`src/hdl/svd_pkg.sv`:
```
/*
 * Constants, register map and carrier types of the supply voltage detect control block.
 * Assumes a 200 MHz system clock and a synchronous, active-high reset.
 */
// Function
// - Bit 4 of the control register powers the detector while it is set and turns it off when cleared.
// - After every enable the read-only reference-stable bit 5 stays low until the settle time passes, then reads one.
// - The detect event flag cannot be set before the reference-stable bit has been set since the enable.
// - Direction bit 7 at zero flags the supply at or below the trip point, at one at or above it.
// - A comparator report of the trip point reached in the chosen direction sets the detect event flag.
// - The 4-bit level field at bits 3 to 0 picks one of fifteen trip levels, 0000 lowest and 1110 highest.
// - Level code 1111 steers the comparator to the external trip input instead of the divider tap.
// - Read-only bit 6 reads one once the band-gap reference reports stable.
// - The flag sits at bit 2 of the flag register, its enable at bit 2 of the enable register, and the vector request needs both that enable and the global enable at bit 7.
// - While enabled the detector keeps working in sleep, and a qualifying crossing sets the flag and wakes the device.
// - Reset returns the control register to its reset value, which leaves the detector off.
package svd_pkg;
   // Register byte offsets.
   localparam logic [7:0] OFS_CONTROL    = 8'h00;
   localparam logic [7:0] OFS_PERIPH_FLG = 8'h04;
   localparam logic [7:0] OFS_PERIPH_ENA = 8'h08;
   localparam logic [7:0] OFS_INT_CTRL   = 8'h0c;
   localparam logic [7:0] OFS_IRQ_STATUS = 8'h10;
   localparam logic [7:0] OFS_IRQ_CLEAR  = 8'h14;
   localparam logic [7:0] OFS_IRQ_ENABLE = 8'h18;
   // Control register fields.
   localparam int         BIT_DIRECTION  = 7;
   localparam int         BIT_BANDGAP_OK = 6;
   localparam int         BIT_REF_STABLE = 5;
   localparam int         BIT_ENABLE     = 4;
   localparam int         LEVEL_MSB      = 3;
   localparam logic [3:0] LEVEL_EXTERNAL = 4'hf;
   localparam logic [7:0] CONTROL_RESET  = 8'h05;
   localparam logic [7:0] CONTROL_WMASK  = 8'h9f;
   // Flag, enable and global enable positions.
   localparam int         BIT_EVENT      = 2;
   localparam int         BIT_GLOBAL_EN  = 7;
   // Sticky interrupt status bits.
   localparam int         IRQ_W          = 3;
   localparam int         IRQ_CROSSING   = 0;
   localparam int         IRQ_REF_READY  = 1;
   localparam int         IRQ_BG_READY   = 2;
   // Reference settle time.
   localparam int         SETTLE_TIME_NS = 1000;
   localparam int         CLK_PERIOD_PS  = 5000;
   localparam int         SETTLE_CYCLES  = (SETTLE_TIME_NS * 1000 + CLK_PERIOD_PS - 1) / CLK_PERIOD_PS;
   localparam int         CNT_W          = 16;

   typedef struct packed {
      logic [7:0]  addr;
      logic [31:0] wdata;
      logic        wr;
      logic        rd;
   } svd_bus_req_t;

   typedef struct packed {
      logic at_or_above;
      logic at_or_below;
      logic bandgap_ok;
   } svd_ana_in_t;

   typedef struct packed {
      logic       power_en;
      logic       direction;
      logic       ext_select;
      logic [3:0] level;
   } svd_ana_out_t;
endpackage

```
`src/hdl/svd_ctrl.sv`:
```
/*
 * Control and flag logic of the supply voltage detector: register port, reference settle
 * wait, direction qualified event flag, interrupt gating and analog steering outputs.
 * Assumes the comparator and band-gap levels are synchronous to sys_clk_i and that the
 * analog divider, reference and input multiplexer sit outside this block.
 */
// Our own choices: the plain strobed port and the placing of the registers.
`timescale 1ns/1ps
module svd_ctrl
#(
   parameter int unsigned SETTLE_CYC = svd_pkg::SETTLE_CYCLES
)
(
   // Clock and reset
   input  wire logic                  sys_clk_i,
   input  wire logic                  sys_rst_i,
   // Register port
   input  wire svd_pkg::svd_bus_req_t bus_req_i,
   output logic [31:0]                rdata_o,
   // Analog side
   input  wire svd_pkg::svd_ana_in_t  ana_i,
   output svd_pkg::svd_ana_out_t      ana_o,
   // Interrupts and wake
   output logic                       vector_irq_o,
   output logic                       irq_o,
   output logic                       wake_o
);
   import svd_pkg::*;

   logic [7:0]       ctrl_reg;
   logic             ref_stable;
   logic             settle_done;
   logic             bandgap_reg;
   logic             bandgap_prev_reg;
   logic             ref_prev_reg;
   logic             flag_reg;
   logic             flag_next;
   logic             int_en_reg;
   logic             global_en_reg;
   logic             ext_sel_reg;
   logic [IRQ_W-1:0] irq_en_reg;
   logic [IRQ_W-1:0] irq_status;
   logic [IRQ_W-1:0] irq_set;
   logic [IRQ_W-1:0] irq_clr;
   logic             detector_enable;
   logic             direction_select;
   logic [3:0]       trip_level_field;
   logic             crossing;
   logic             wr_ctrl;
   logic             wr_flag;
   logic [31:0]      rdata_next;

   assign detector_enable  = ctrl_reg[BIT_ENABLE];
   assign direction_select = ctrl_reg[BIT_DIRECTION];
   assign trip_level_field = ctrl_reg[LEVEL_MSB:0];
   assign wr_ctrl          = bus_req_i.wr && (bus_req_i.addr == OFS_CONTROL);
   assign wr_flag          = bus_req_i.wr && (bus_req_i.addr == OFS_PERIPH_FLG);

   // Only the enable, direction and level bits take writes; the two stable bits are status.
   always_ff @(posedge sys_clk_i)
   begin
      if (sys_rst_i)
         ctrl_reg <= CONTROL_RESET;
      else if (wr_ctrl)
         ctrl_reg <= bus_req_i.wdata[7:0] & CONTROL_WMASK;
   end

   svd_settle_timer
   #(
      .CYCLES (SETTLE_CYC)
   )
   u_settle
   (
      .sys_clk_i (sys_clk_i),
      .sys_rst_i (sys_rst_i),
      .enable_i  (detector_enable),
      .stable_o  (settle_done)
   );

   // The timer still reports stable for one cycle after the enable drops, so the status
   // bit and the event gate are masked by the live enable as well.
   assign ref_stable = settle_done && detector_enable;

   always_ff @(posedge sys_clk_i)
   begin
      if (sys_rst_i)
      begin
         bandgap_reg      <= 1'b0;
         bandgap_prev_reg <= 1'b0;
         ref_prev_reg     <= 1'b0;
      end
      else
      begin
         bandgap_reg      <= ana_i.bandgap_ok;
         bandgap_prev_reg <= bandgap_reg;
         ref_prev_reg     <= ref_stable;
      end
   end

   // The comparator is trusted only once the reference has settled after this enable.
   always_comb
   begin
      crossing = 1'b0;
      if (detector_enable && ref_stable)
      begin
         if (direction_select)
            crossing = ana_i.at_or_above;
         else
            crossing = ana_i.at_or_below;
      end
   end

   // Software may only clear the flag; a crossing in the same cycle keeps it set.
   always_comb
   begin
      flag_next = flag_reg;
      if (wr_flag && !bus_req_i.wdata[BIT_EVENT])
         flag_next = 1'b0;
      if (crossing)
         flag_next = 1'b1;
   end

   always_ff @(posedge sys_clk_i)
   begin
      if (sys_rst_i)
         flag_reg <= 1'b0;
      else
         flag_reg <= flag_next;
   end

   always_ff @(posedge sys_clk_i)
   begin
      if (sys_rst_i)
      begin
         int_en_reg    <= 1'b0;
         global_en_reg <= 1'b0;
         irq_en_reg    <= '0;
      end
      else if (bus_req_i.wr)
      begin
         if (bus_req_i.addr == OFS_PERIPH_ENA)
            int_en_reg <= bus_req_i.wdata[BIT_EVENT];
         if (bus_req_i.addr == OFS_INT_CTRL)
            global_en_reg <= bus_req_i.wdata[BIT_GLOBAL_EN];
         if (bus_req_i.addr == OFS_IRQ_ENABLE)
            irq_en_reg <= bus_req_i.wdata[IRQ_W-1:0];
      end
   end

   assign irq_set[IRQ_CROSSING]  = crossing;
   assign irq_set[IRQ_REF_READY] = ref_stable && !ref_prev_reg;
   assign irq_set[IRQ_BG_READY]  = bandgap_reg && !bandgap_prev_reg;
   assign irq_clr = (bus_req_i.wr && (bus_req_i.addr == OFS_IRQ_CLEAR)) ?
                    bus_req_i.wdata[IRQ_W-1:0] : '0;

   svd_sticky_bits
   #(
      .W (IRQ_W)
   )
   u_status
   (
      .sys_clk_i (sys_clk_i),
      .sys_rst_i (sys_rst_i),
      .set_i     (irq_set),
      .clr_i     (irq_clr),
      .q_o       (irq_status)
   );

   // The divider tap select is ignored by the analog side while the external input is chosen.
   always_ff @(posedge sys_clk_i)
   begin
      if (sys_rst_i)
         ext_sel_reg <= 1'b0;
      else
         ext_sel_reg <= (trip_level_field == LEVEL_EXTERNAL);
   end

   assign ana_o.power_en   = detector_enable;
   assign ana_o.direction  = direction_select;
   assign ana_o.ext_select = ext_sel_reg;
   assign ana_o.level      = trip_level_field;

   // Wake follows the flag alone so a sleeping core restarts even with interrupts masked.
   always_ff @(posedge sys_clk_i)
   begin
      if (sys_rst_i)
      begin
         vector_irq_o <= 1'b0;
         irq_o        <= 1'b0;
         wake_o       <= 1'b0;
      end
      else
      begin
         vector_irq_o <= flag_reg && int_en_reg && global_en_reg;
         irq_o        <= |(irq_status & irq_en_reg);
         wake_o       <= flag_reg;
      end
   end

   always_comb
   begin
      rdata_next = '0;
      if (bus_req_i.rd)
      begin
         unique case (bus_req_i.addr)
            OFS_CONTROL:
            begin
               rdata_next[7:0]            = ctrl_reg;
               rdata_next[BIT_BANDGAP_OK] = bandgap_reg;
               rdata_next[BIT_REF_STABLE] = ref_stable;
            end
            OFS_PERIPH_FLG: rdata_next[BIT_EVENT]     = flag_reg;
            OFS_PERIPH_ENA: rdata_next[BIT_EVENT]     = int_en_reg;
            OFS_INT_CTRL:   rdata_next[BIT_GLOBAL_EN] = global_en_reg;
            OFS_IRQ_STATUS: rdata_next[IRQ_W-1:0]     = irq_status;
            OFS_IRQ_ENABLE: rdata_next[IRQ_W-1:0]     = irq_en_reg;
            default:        rdata_next = '0;
         endcase
      end
   end

   always_ff @(posedge sys_clk_i)
   begin
      if (sys_rst_i)
         rdata_o <= '0;
      else
         rdata_o <= rdata_next;
   end

   // Helper: cycles the enable has been held, saturating.
   logic [CNT_W-1:0] en_age;

   always_ff @(posedge sys_clk_i)
   begin
      if (sys_rst_i || !detector_enable)
         en_age <= '0;
      else if (en_age != {CNT_W{1'b1}})
         en_age <= en_age + CNT_W'(1);
   end

   a_power_follows_en: assert property (@(posedge sys_clk_i) disable iff (sys_rst_i)
      wr_ctrl |=> (ana_o.power_en == $past(bus_req_i.wdata[BIT_ENABLE])))
      else $error("detector power does not follow the written enable");

   a_ref_not_early: assert property (@(posedge sys_clk_i) disable iff (sys_rst_i)
      ref_stable |-> (detector_enable && (en_age >= CNT_W'(SETTLE_CYC))))
      else $error("reference stable raised before the settle time");

   a_ref_not_late: assert property (@(posedge sys_clk_i) disable iff (sys_rst_i)
      (detector_enable && (en_age >= CNT_W'(SETTLE_CYC))) |-> ref_stable)
      else $error("reference stable missing after the settle time");

   a_no_flag_unsettled: assert property (@(posedge sys_clk_i) disable iff (sys_rst_i)
      $rose(flag_reg) |-> $past(ref_stable && detector_enable))
      else $error("event flag set before the reference settled");

   a_low_dir_sets: assert property (@(posedge sys_clk_i) disable iff (sys_rst_i)
      (ref_stable && detector_enable && !direction_select && ana_i.at_or_below)
      |=> flag_reg ##1 wake_o)
      else $error("low crossing did not set the flag and wake");

   a_high_dir_sets: assert property (@(posedge sys_clk_i) disable iff (sys_rst_i)
      (ref_stable && detector_enable && direction_select && ana_i.at_or_above) |=> flag_reg)
      else $error("high crossing did not set the flag");

   a_wrong_dir_quiet: assert property (@(posedge sys_clk_i) disable iff (sys_rst_i)
      $rose(flag_reg) |-> $past(direction_select ? ana_i.at_or_above : ana_i.at_or_below))
      else $error("flag set by a crossing in the other direction");

   a_ext_input_mode: assert property (@(posedge sys_clk_i) disable iff (sys_rst_i)
      ##1 (ana_o.ext_select == ($past(trip_level_field) == LEVEL_EXTERNAL)))
      else $error("external input select does not match level code");

   a_bandgap_bit: assert property (@(posedge sys_clk_i) disable iff (sys_rst_i)
      (bus_req_i.rd && (bus_req_i.addr == OFS_CONTROL))
      |=> (rdata_o[BIT_BANDGAP_OK] == $past(bandgap_reg)))
      else $error("band-gap stable bit reads wrong");

   a_vector_gate: assert property (@(posedge sys_clk_i) disable iff (sys_rst_i)
      vector_irq_o == $past(flag_reg && int_en_reg && global_en_reg))
      else $error("vector request not gated by both enables");

   a_flag_sticky: assert property (@(posedge sys_clk_i) disable iff (sys_rst_i)
      (flag_reg && !(wr_flag && !bus_req_i.wdata[BIT_EVENT])) |=> flag_reg)
      else $error("event flag dropped without a software clear");

   a_reset_off: assert property (@(posedge sys_clk_i)
      sys_rst_i |=> (!ana_o.power_en && (ana_o.level == CONTROL_RESET[3:0])))
      else $error("detector not off after reset");

   a_dir_follows_wr: assert property (@(posedge sys_clk_i) disable iff (sys_rst_i)
      wr_ctrl |=> (ana_o.direction == $past(bus_req_i.wdata[BIT_DIRECTION])))
      else $error("direction output does not follow the written bit");

   a_level_follows_wr: assert property (@(posedge sys_clk_i) disable iff (sys_rst_i)
      wr_ctrl |=> (ana_o.level == $past(bus_req_i.wdata[LEVEL_MSB:0])))
      else $error("level output does not follow the written field");

   a_ref_bit_read: assert property (@(posedge sys_clk_i) disable iff (sys_rst_i)
      (bus_req_i.rd && (bus_req_i.addr == OFS_CONTROL))
      |=> (rdata_o[BIT_REF_STABLE] == $past(ref_stable)))
      else $error("reference stable bit reads wrong");

   a_no_flag_disabled: assert property (@(posedge sys_clk_i) disable iff (sys_rst_i)
      (!detector_enable && !flag_reg) |=> !flag_reg)
      else $error("event flag set while the detector is off");

   a_flag_clear: assert property (@(posedge sys_clk_i) disable iff (sys_rst_i)
      (wr_flag && !bus_req_i.wdata[BIT_EVENT] && !crossing) |=> !flag_reg)
      else $error("software clear of the event flag ignored");

   a_wake_follows_flag: assert property (@(posedge sys_clk_i) disable iff (sys_rst_i)
      wake_o == $past(flag_reg))
      else $error("wake output does not follow the event flag");

   a_crossing_status: assert property (@(posedge sys_clk_i) disable iff (sys_rst_i)
      crossing |=> irq_status[IRQ_CROSSING])
      else $error("crossing did not set its status bit");

   a_ref_ready_status: assert property (@(posedge sys_clk_i) disable iff (sys_rst_i)
      (ref_stable && !ref_prev_reg) |=> irq_status[IRQ_REF_READY])
      else $error("reference ready did not set its status bit");

   a_status_sticky: assert property (@(posedge sys_clk_i) disable iff (sys_rst_i)
      (irq_status[IRQ_CROSSING] && !irq_clr[IRQ_CROSSING]) |=> irq_status[IRQ_CROSSING])
      else $error("crossing status dropped without a clear");

   a_irq_masked: assert property (@(posedge sys_clk_i) disable iff (sys_rst_i)
      (irq_en_reg == '0) |=> !irq_o)
      else $error("interrupt raised with every status bit masked");

   a_irq_raised: assert property (@(posedge sys_clk_i) disable iff (sys_rst_i)
      (irq_status[IRQ_CROSSING] && irq_en_reg[IRQ_CROSSING]) |=> irq_o)
      else $error("enabled crossing status did not raise the interrupt");

   a_read_data_clear: assert property (@(posedge sys_clk_i) disable iff (sys_rst_i)
      !bus_req_i.rd |=> (rdata_o == 32'h0))
      else $error("read data stands outside the cycle after a read");

   c_low_event: cover property (@(posedge sys_clk_i) disable iff (sys_rst_i)
      $rose(flag_reg) && !direction_select);
   c_high_event: cover property (@(posedge sys_clk_i) disable iff (sys_rst_i)
      $rose(flag_reg) && direction_select);
   c_vector: cover property (@(posedge sys_clk_i) disable iff (sys_rst_i)
      $rose(vector_irq_o));
   c_external: cover property (@(posedge sys_clk_i) disable iff (sys_rst_i)
      ana_o.ext_select && $rose(flag_reg));
   c_ref_ready: cover property (@(posedge sys_clk_i) disable iff (sys_rst_i)
      $rose(ref_stable));
endmodule

```
`src/hdl/svd_settle_timer.sv`:
```
/*
 * Reference settle timer: counts clock cycles from each enable and then reports stable.
 * Assumes the enable comes from a flip-flop in the same clock domain.
 */
`timescale 1ns/1ps
module svd_settle_timer
#(
   parameter int unsigned CYCLES = 200
)
(
   // Clock and reset
   input  wire logic sys_clk_i,
   input  wire logic sys_rst_i,
   // Control and status
   input  wire logic enable_i,
   output logic      stable_o
);
   import svd_pkg::*;

   logic [CNT_W-1:0] cnt_reg;

   // Dropping the enable restarts the wait, so each enable pays the full settle time.
   always_ff @(posedge sys_clk_i)
   begin
      if (sys_rst_i || !enable_i)
      begin
         cnt_reg  <= '0;
         stable_o <= 1'b0;
      end
      else if (cnt_reg == CNT_W'(CYCLES - 1))
      begin
         stable_o <= 1'b1;
      end
      else
      begin
         cnt_reg <= cnt_reg + CNT_W'(1);
      end
   end
endmodule

```
`src/hdl/svd_sticky_bits.sv`:
```
/*
 * Row of sticky status bits: a set pulse holds a bit until a clear request.
 * Assumes set and clear are one-cycle requests in the same clock domain.
 */
`timescale 1ns/1ps
module svd_sticky_bits
#(
   parameter int W = 3
)
(
   // Clock and reset
   input  wire logic         sys_clk_i,
   input  wire logic         sys_rst_i,
   // Requests and state
   input  wire logic [W-1:0] set_i,
   input  wire logic [W-1:0] clr_i,
   output logic      [W-1:0] q_o
);
   genvar i;
   generate
      for (i = 0; i < W; i++)
      begin : g_bit
         // A set in the same cycle as a clear wins, so no event is lost.
         always_ff @(posedge sys_clk_i)
         begin
            if (sys_rst_i)
               q_o[i] <= 1'b0;
            else if (set_i[i])
               q_o[i] <= 1'b1;
            else if (clr_i[i])
               q_o[i] <= 1'b0;
         end
      end
   endgenerate
endmodule

```
`config.mk`:
```
export PLATFORM = sky130hd
export DESIGN_NAME = svd_ctrl
export DESIGN_NICKNAME = d
export VERILOG_FILES = /design/src/hdl/svd_pkg.sv /design/src/hdl/svd_ctrl.sv /design/src/hdl/svd_settle_timer.sv /design/src/hdl/svd_sticky_bits.sv
export SDC_FILE = /design/constraint.sdc
export NUM_CORES = 1
export LEC_CHECK = 0
export BUFFER_PORTS_ARGS = -buffer_cell sky130_fd_sc_hd__buf_2
export CORE_AREA = 10 10 76 78
export CTS_BUF_LIST = sky130_fd_sc_hd__clkbuf_8
export DETAILED_ROUTE_END_ITERATION = 10
export DIE_AREA = 0 0 86 88
export PLACE_DENSITY = 0.95
export SKIP_CTS_REPAIR_TIMING = 1
export SLEW_MARGIN = 20
export SYNTH_ARGS = -nofsm -noshare
export SYNTH_HDL_FRONTEND = slang
export SYNTH_SLANG_ARGS = --single-unit
```
`constraint.sdc`:
```
create_clock -name sys_clk_i -period 4.8 [get_ports sys_clk_i]
set_clock_uncertainty 0.1 [all_clocks]
set_input_delay 0.24 -clock sys_clk_i [delete_from_list [all_inputs] [get_ports sys_clk_i]]
set_output_delay 0.24 -clock sys_clk_i [all_outputs]
set_load 0.005 [all_outputs]
```
**After elaboration in Yosys (flattened, before gate mapping)**

Index checks and enable logic that the tools add are counted.

- $add $sub $neg: 1
- Multiply operators: 0
- Div/mod/pow operators: 0
- Magnitude comparators: 0
- Eq/ne operators: 8
- Shifts and indexed selects: 0
- Muxes and demuxes: 14
- Bitwise operators: 3
- Reductions and logical operators: 26

Operator list:

| kind | number |
|---|---|
| $eq A8 B5 Y1 const B | 3 |
| $add A16 B1 Y16 const B | 1 |
| $eq A16 B8 Y1 const B | 1 |
| $eq A8 B4 Y1 const B | 2 |
| $logic_and A1 B1 Y1 | 10 |
| $mux W1 | 10 |
| $eq A8 B3 Y1 const B | 1 |
| $logic_not A8 Y1 | 1 |
| $reduce_bool A2 Y1 | 4 |
| $pmux W2 S3 | 1 |
| $reduce_and A2 Y1 | 3 |
| $reduce_or A3 Y1 | 2 |
| $pmux W1 S5 | 1 |
| $eq A4 B4 Y1 const B | 1 |
| $logic_not A1 Y1 | 4 |
| $and A3 B3 Y3 | 1 |
| $mux W3 | 1 |
| $not A1 Y1 | 2 |
| $pmux W1 S2 | 1 |
| $reduce_or A2 Y1 | 1 |
| $logic_or A1 B1 Y1 | 1 |

- Register bits after elaboration: 71
- Bits in latches: 0
- Memory bits (writable): 0
- Bits in read-only memories: 0
- Bits of input ports: 47
- Output and inout port bits: 42
- Logic and storage cells: 72
- Memories kept: 0

**Logic depth before layout (Yosys ltp)**

Gate-level depths: netlist of the first run.

- Depth after elaboration: 5
- Gate-level depth with buffers: 5

**Cells and area by module**

A second synthesis of the first run with hierarchy kept.

- Cell total of the unflattened synthesis: 246
- Area total of the unflattened synthesis: 2277.2 um2

Modules (own cells, without submodules):

| module | times used | cells each | area an instance (um2) | sequential area each (um2) |
|---|---|---|---|---|
| svd_ctrl | 1 | 144 | 1388.8 | 540.5 |
| svd_settle_timer | 1 | 90 | 783.3 | 340.3 |
| svd_sticky_bits | 1 | 12 | 105.1 | 60.1 |

**Worst setup path after synthesis of the first run**

No wires, ideal clock.

- Path type: register to register
- From: register u_settle.cnt_reg[0]
- To: register u_settle.cnt_reg[2]
- Arrival time: 1.356 ns
- Setup slack: 3.228 ns
- Cell stages (with the launch flop): 5
- Path buffers: 0
- Clock period less this slack: 1.572 ns
- Cells stage by stage: dfxtp_1 -> ha_1 -> nor3b_1 -> nand4_2 -> a31o_2

- Cells in the longest elaborated chain, start to end: 1
- Elaborated cells on any way between the ends: 2

Ends and longest elaborated chain:

| what | RTL line | source |
|---|---|---|
| from (decl) | svd_settle_timer.sv:20 | `logic [CNT_W-1:0] cnt_reg;` |
| from (signal assigned) | svd_settle_timer.sv:36 | `cnt_reg <= cnt_reg + CNT_W'(1);` |
| $add A16 B1 Y16 / $eq A16 B8 Y1 (equally long branches) | svd_settle_timer.sv:36, svd_settle_timer.sv:30 |  |

Parallel ways exist; a longest one is shown, timed or not.
A chain may end at the register's enable or synchronous reset.

**Worst setup path in the final report of the first run**

Same ends and word-level chain as after synthesis.

==> impl_metrics.yaml, run 1 <==
setup_path:
  critPathMaxFanout: 7
  crit_required_ps: 4890
  crit_type: "flip-flop to flip-flop"
  r2r_slack_ps: 3010
  cpMaxStageDelayCell: "dfxtp_1"
  worstPathCellList: "ha_1 > nor3b_1 > nand4_2 > a31o_2"
  worst_setup_path_end_kind: "flip-flop"
  cp-start-kind: "flip-flop"
  crit_arrival_ps: 1890
  slowest_delay_ps: 470
floorplanning:
  coreArea_mm2: 0.00429
  die_w_um: 86
  num_io_pins: 89
  dieArea_mm2: 0.00757
  die_y_um: 88
  placementRows: 24
  start_util_pct: 52.9
yosys:
  synth_cell_types: 49
  synthTopCellsByCount: "dfxtp_1 (47), nor2_1 (29), buf_4 (26)"
  ys_seq_area_share_pct: 41.4
  synth_cells: 233
  yosysWarnings: 0
  synth.top_cell.area_share_pct: 41.4
  syn-cell-area_mm2: 0.00227
  synthArstFlopShare_pct: 0
  avgSynthCellArea_um2: 9.76
  ys_seq_elements: 47
  synth_top_cell_by_area: "dfxtp_1"
  synth_ff_type: "dfxtp_1"
  synth-edff-count: 0
  yosysMostFrequentCell: "dfxtp_1"
  synth_area_leaders: "dfxtp_1 (41%), buf_4 (8.6%), nor2_1 (4.8%)"
routing:
  drtIter0Drc: 211
  vias: 1763
  avgRoutedWirePerCell_um: 15.2
  vias_per_cell: 5.48
  drt_wl_total_um: 4900
  postRouteAntennaNets: 0
  remaining_drc_errors: 0
  first_pass_iters: 4
placement:
  port_buffers: 38
  dp_slack_ps: 2970
  dpl.hpwl_um: 3720
  place_congestion: 0.859
timing:
  fin_crit_sh_pct: 37.4
  layout_setup_ws_ps: 3010
  final_max_slew_viol_count: 0
  fmax_mhz: 558
  worst_pin_slew_ps: 708
  setup_violations: 0
  rsz0062_at_grt: "no"
  maxSlewHeadroom_pct: 52.8
  period_needed_ps: 1790
  timing.hold.ws_ps: 47.8
  hold_viol: 0
  tns_ps: 0
finish:
  utilization_pct: 57.5
  fin_nets: 317
  syn_to_final_growth_pct: 8.70
  post_route_cells_drive_above_1_share_pct: 24.8
  n_antenna_cell: 0
  largest_reg_flops: 16
clocking:
  cts_max_level: 2
  clock_path_buffers: 2
  cts_buffers: 5
  cts_sinks: 47
  cts_tree: "done"
  clk_pin_slew_ps: 80
  clock_latency_ps: 300
  root_buffer: "clkbuf_8"
min_path:
  hp-class: "input port to flip-flop"
pwr:
  irDropWorstVdd_mv: 0.164
  p_leak_nw: 1.13
  totalPowerFinal_mw: 0.681
  powerDensity_mw_per_mm2: 276
grt:
  grt_pass1_wl_um: 8110
  grt_antenna_before_repair: 0
  grt-ovfl-total: 0
  grt_start_max_net_pins: 23
  grt_pass1_vias: 1741
  grt_use_total_pct: 13.1
run:
  max_cap_viol_count: 0
run_status:
  status: "finished clean"
==> worst paths after layout <==
path,startpoint,to,cells after the start
worst min-delay path,ana_i[0],bandgap_reg$_SDFF_PP0_,2
worst max-delay path,u_settle.cnt_reg[0]$_SDFFE_PP0P_,u_settle.cnt_reg[2]$_SDFFE_PP0P_,4
worst max register to register,u_settle.cnt_reg[0]$_SDFFE_PP0P_,u_settle.cnt_reg[2]$_SDFFE_PP0P_,4
worst min register to register,bandgap_prev_reg$_SDFF_PP0_,u_status.q_o[2]$_SDFFE_PP0P_,1
==> routing by layer <==
metal | routed length, µm | vias to the layer above | track usage [%]
met5 | 0 | - | 0
met4 | 105 | 0 | 5.99
met3 | 457 | 9 | 5.20
met2 | 2350 | 86 | 21.6
met1 | 1980 | 837 | 14.6
li1 | - | 831 | -
==> logic make-up (layout without fill, tap and decap cells) <==
logic type,count (synthesis),after routing,synth area share [%]
AO/OA/AOI/OAI,21,21,6.66
multiplexers,14,14,6.88
flip-flops,47,47,41.4
buffers and inverters,38,52,11.7
other,1,24,0.165
AND/OR/NAND/NOR,100,100,28.4
XOR/XNOR,11,11,4.24
adder cells (fa/ha/maj),1,1,0.550
==> critical path: cells and delay by family (launching register included) <==
family | cells | cell delay, ps
adders and majority gates | 1 | 310
and+or+nand+nor | 2 | 520
AOI/OAI and AO/OA | 1 | 300
DFF | 1 | 470
==> metrics by stage <==
| stage | cell area, µm² | std cells |
|---|---|---|
| final | 2470 | 322 |
| after floorplan | 2360 | 256 |
| after global placement | 2370 | 314 |
| after detailed placement | 2370 | 314 |
| after global routing | 2470 | 322 |
| after CTS | 2470 | 322 |
==> cell type report <==
cell class	instances	area, µm²
fill	359	1820
multi-input combinational	171	1150
sequential	47	941
timing repair buffer	38	190
clock buffer	7	96.3
tap	52	65.1
inverter	6	22.5
clock inverter	1	3.75
==> cell usage in the layout, fill, tap and decap left out, drive strengths merged <==
cell and instances:
o41ai 2, o32ai 1, and4bb 1, nor4b 4, nor2 30, and3b 1, clkbuf 7, nand2 9
buf 38, and3 6, nor4 4, a21o 1, mux2i 10, dfxtp 47, or3 2, a21oi 5
nor2b 7, a22o 1, ha 1, nand4 7, and2 3, nor3b 1, nand3b 1, mux2 3
xor2 2, conb 24, mux4 1, nand3 10, nand2b 4, a31o 2, a222oi 1, inv 7
xnor2 9, a22oi 2, a211o 2, a31oi 1, nor3 10, o21ai 3
==> power by group <==
group / leakage, nW / total (mW) / switching, mW / internal (mW)
clock network: 0.0557 / 0.253 / 0.124 / 0.129
logic: 0.697 / 0.0361 / 0.0233 / 0.0128
registers: 0.379 / 0.392 / 0.00107 / 0.391
total: 1.13 / 0.681 / 0.148 / 0.533
Power figures use the tool's default switching activity.
==> run 2: changes to the inputs <==
CORE_AREA = 10 10 79 81   (was 10 10 76 78)
DIE_AREA = 0 0 89 91   (was 0 0 86 88)
PLACE_DENSITY = 0.89   (was 0.95)
clock period = 1.79 ns   (was 4.8 ns; I/O delays follow)
==> run 2 against run 1 <==
Worst hold slack got worse by 47 ps. Register-to-register slack lost 2800 ps. Utilization down 2.8 points. Non-clock buffer count is 9 higher. Total power grew to 2.6 times the previous value. Maximum frequency rose by 10%. Largest power group unchanged. Highest routed layer unchanged.
==> impl_metrics.yaml, run 2 (synthesized netlist as in run 1, its figures left out) <==
placement:
  dpl.hpwl_um: 3720
  port_buffers: 38
  place_area_mm2: 0.00240
  place_congestion: 0.868
timing:
  rsz0062_at_grt: "no"
  fin_crit_sh_pct: 91.0
  fmax_mhz: 614
  setup_violations: 0
  tns_ps: 0
  period_needed_ps: 1630
  final_max_slew_viol_count: 0
  hold_viol: 0
grt:
  grt_pass1_vias: 1717
  grt-ovfl-total: 0
  grt_pass1_wl_um: 8000
  grt_start_max_net_pins: 23
  grt_use_total_pct: 12.1
  grt_antenna_before_repair: 0
pwr:
  p_leak_nw: 1.16
  powerDensity_mw_per_mm2: 697
  switchingPower_mw: 0.414
  irDropWorstVdd_mv: 0.369
  p_sw_share_pct: 23.3
  combPwrFrac_pct: 5.9
  clockPowerShare_pct: 34.9
  p_int_mw: 1.36
  pwr-share-seq_pct: 59.1
routing:
  remaining_drc_errors: 0
  avgRoutedWirePerCell_um: 14.4
  postRouteAntennaNets: 0
  drtIter0Drc: 160
  first_pass_iters: 4
  drt_wl_total_um: 4790
  vias_per_cell: 5.21
  vias: 1734
finish:
  fin_nets: 326
  final_common_cell: "dfxtp_1"
  n_antenna_cell: 0
  layout_common_cells: "dfxtp_1 (47), buf_2 (38), nor2_1 (29)"
  post_route_cells_drive_above_1_share_pct: 25.8
  syn_to_final_growth_pct: 12.2
  stdcell_area_mm2: 0.00255
  utilization_pct: 54.7
  largest_reg_flops: 16
floorplanning:
  placementRows: 25
  dieArea_mm2: 0.00810
  start_util_pct: 48.8
  die_y_um: 91
  die_w_um: 89
  coreArea_mm2: 0.00466
  num_io_pins: 89
clocking:
  root_buffer: "clkbuf_8"
  clk_pin_slew_ps: 80
  clock_latency_ps: 300
  clock_path_buffers: 2
  cts_buffers: 5
  cts_sinks: 47
  cts_tree: "done"
  cts_max_level: 2
setup_path:
  critPathMaxFanout: 7
  worst_setup_path_end_kind: "flip-flop"
  crit_type: "flip-flop to flip-flop"
  cp-start-kind: "flip-flop"
  crit_required_ps: 1890
  crit_arrival_ps: 1730
min_path:
  hp-class: "input port to flip-flop"
run:
  max_cap_viol_count: 0
run_status:
  status: "finished clean"
-- run 2: cell types whose count changed in the layout (fill, tap and decap cells not counted), sizes merged --
cell	change
clkinv	+1
dlygate4sd3	+6
buf	+3
clkinvlp	+2
clkbuf	-2
inv	-1
-- run 2: metrics by stage --
step	std cells	hold WS (ps)	worst slack [ps]	power, mW
2_1_floorplan	256	118	218	1.17
3_3_place_gp	319	212	222	1.16
3_5_place_dp	319	218	103	1.17
4_1_cts	327	-100	85.2	1.79
5_1_grt	333	32.0	24.4	1.86
6_report	333	0.797	160	1.78
-- run 2: path summary, 6_finish.rpt --
kind	startpoint	to	cells past startpoint	slack (ps)
hold / removal	bus_req_i[4]	int_en_reg$_SDFFE_PP0P_	3	0.8
hold reg to reg	bandgap_prev_reg$_SDFF_PP0_	u_status.q_o[2]$_SDFFE_PP0P_	1	320
setup reg to reg	u_settle.cnt_reg[8]$_SDFFE_PP0P_	u_settle.cnt_reg[2]$_SDFFE_PP0P_	3	160
setup / recovery	u_settle.cnt_reg[8]$_SDFFE_PP0P_	u_settle.cnt_reg[2]$_SDFFE_PP0P_	3	160
-- run 2: worst max-delay path, stage by stage (launching register included) --
cell and delay [ps]:
dfxtp_1 400, nor4b_1 430, nand4_2 290, a31o_2 310
-- run 2: final cells by class --
cell class / instances / area [µm²]
clock buffers: 5 / 68.8
clock inverters: 3 / 20.0
fillers: 409 / 2110
inverters: 6 / 22.5
multi-input cells: 171 / 1160
flip-flops and latches: 47 / 941
well taps: 54 / 67.6
repair buffers: 47 / 273
-- run 2: metal layers --
layer	routed length [µm]	track usage, %
met5	0	0
met4	65	5.70
met3	367	3.49
met2	2370	19.2
met1	1990	14.6
-- run 2: power groups by stage --
| stage | logic (mW) | clock network, mW | registers, mW |
|---|---|---|---|
| final | 0.105 | 0.621 | 1.05 |
| after global routing | 0.119 | 0.685 | 1.05 |
| after CTS | 0.0922 | 0.642 | 1.05 |
| after detailed placement | 0.0919 | 0 | 1.08 |
| after global placement | 0.0892 | 0 | 1.08 |
| after floorplan | 0.0922 | 0 | 1.08 |
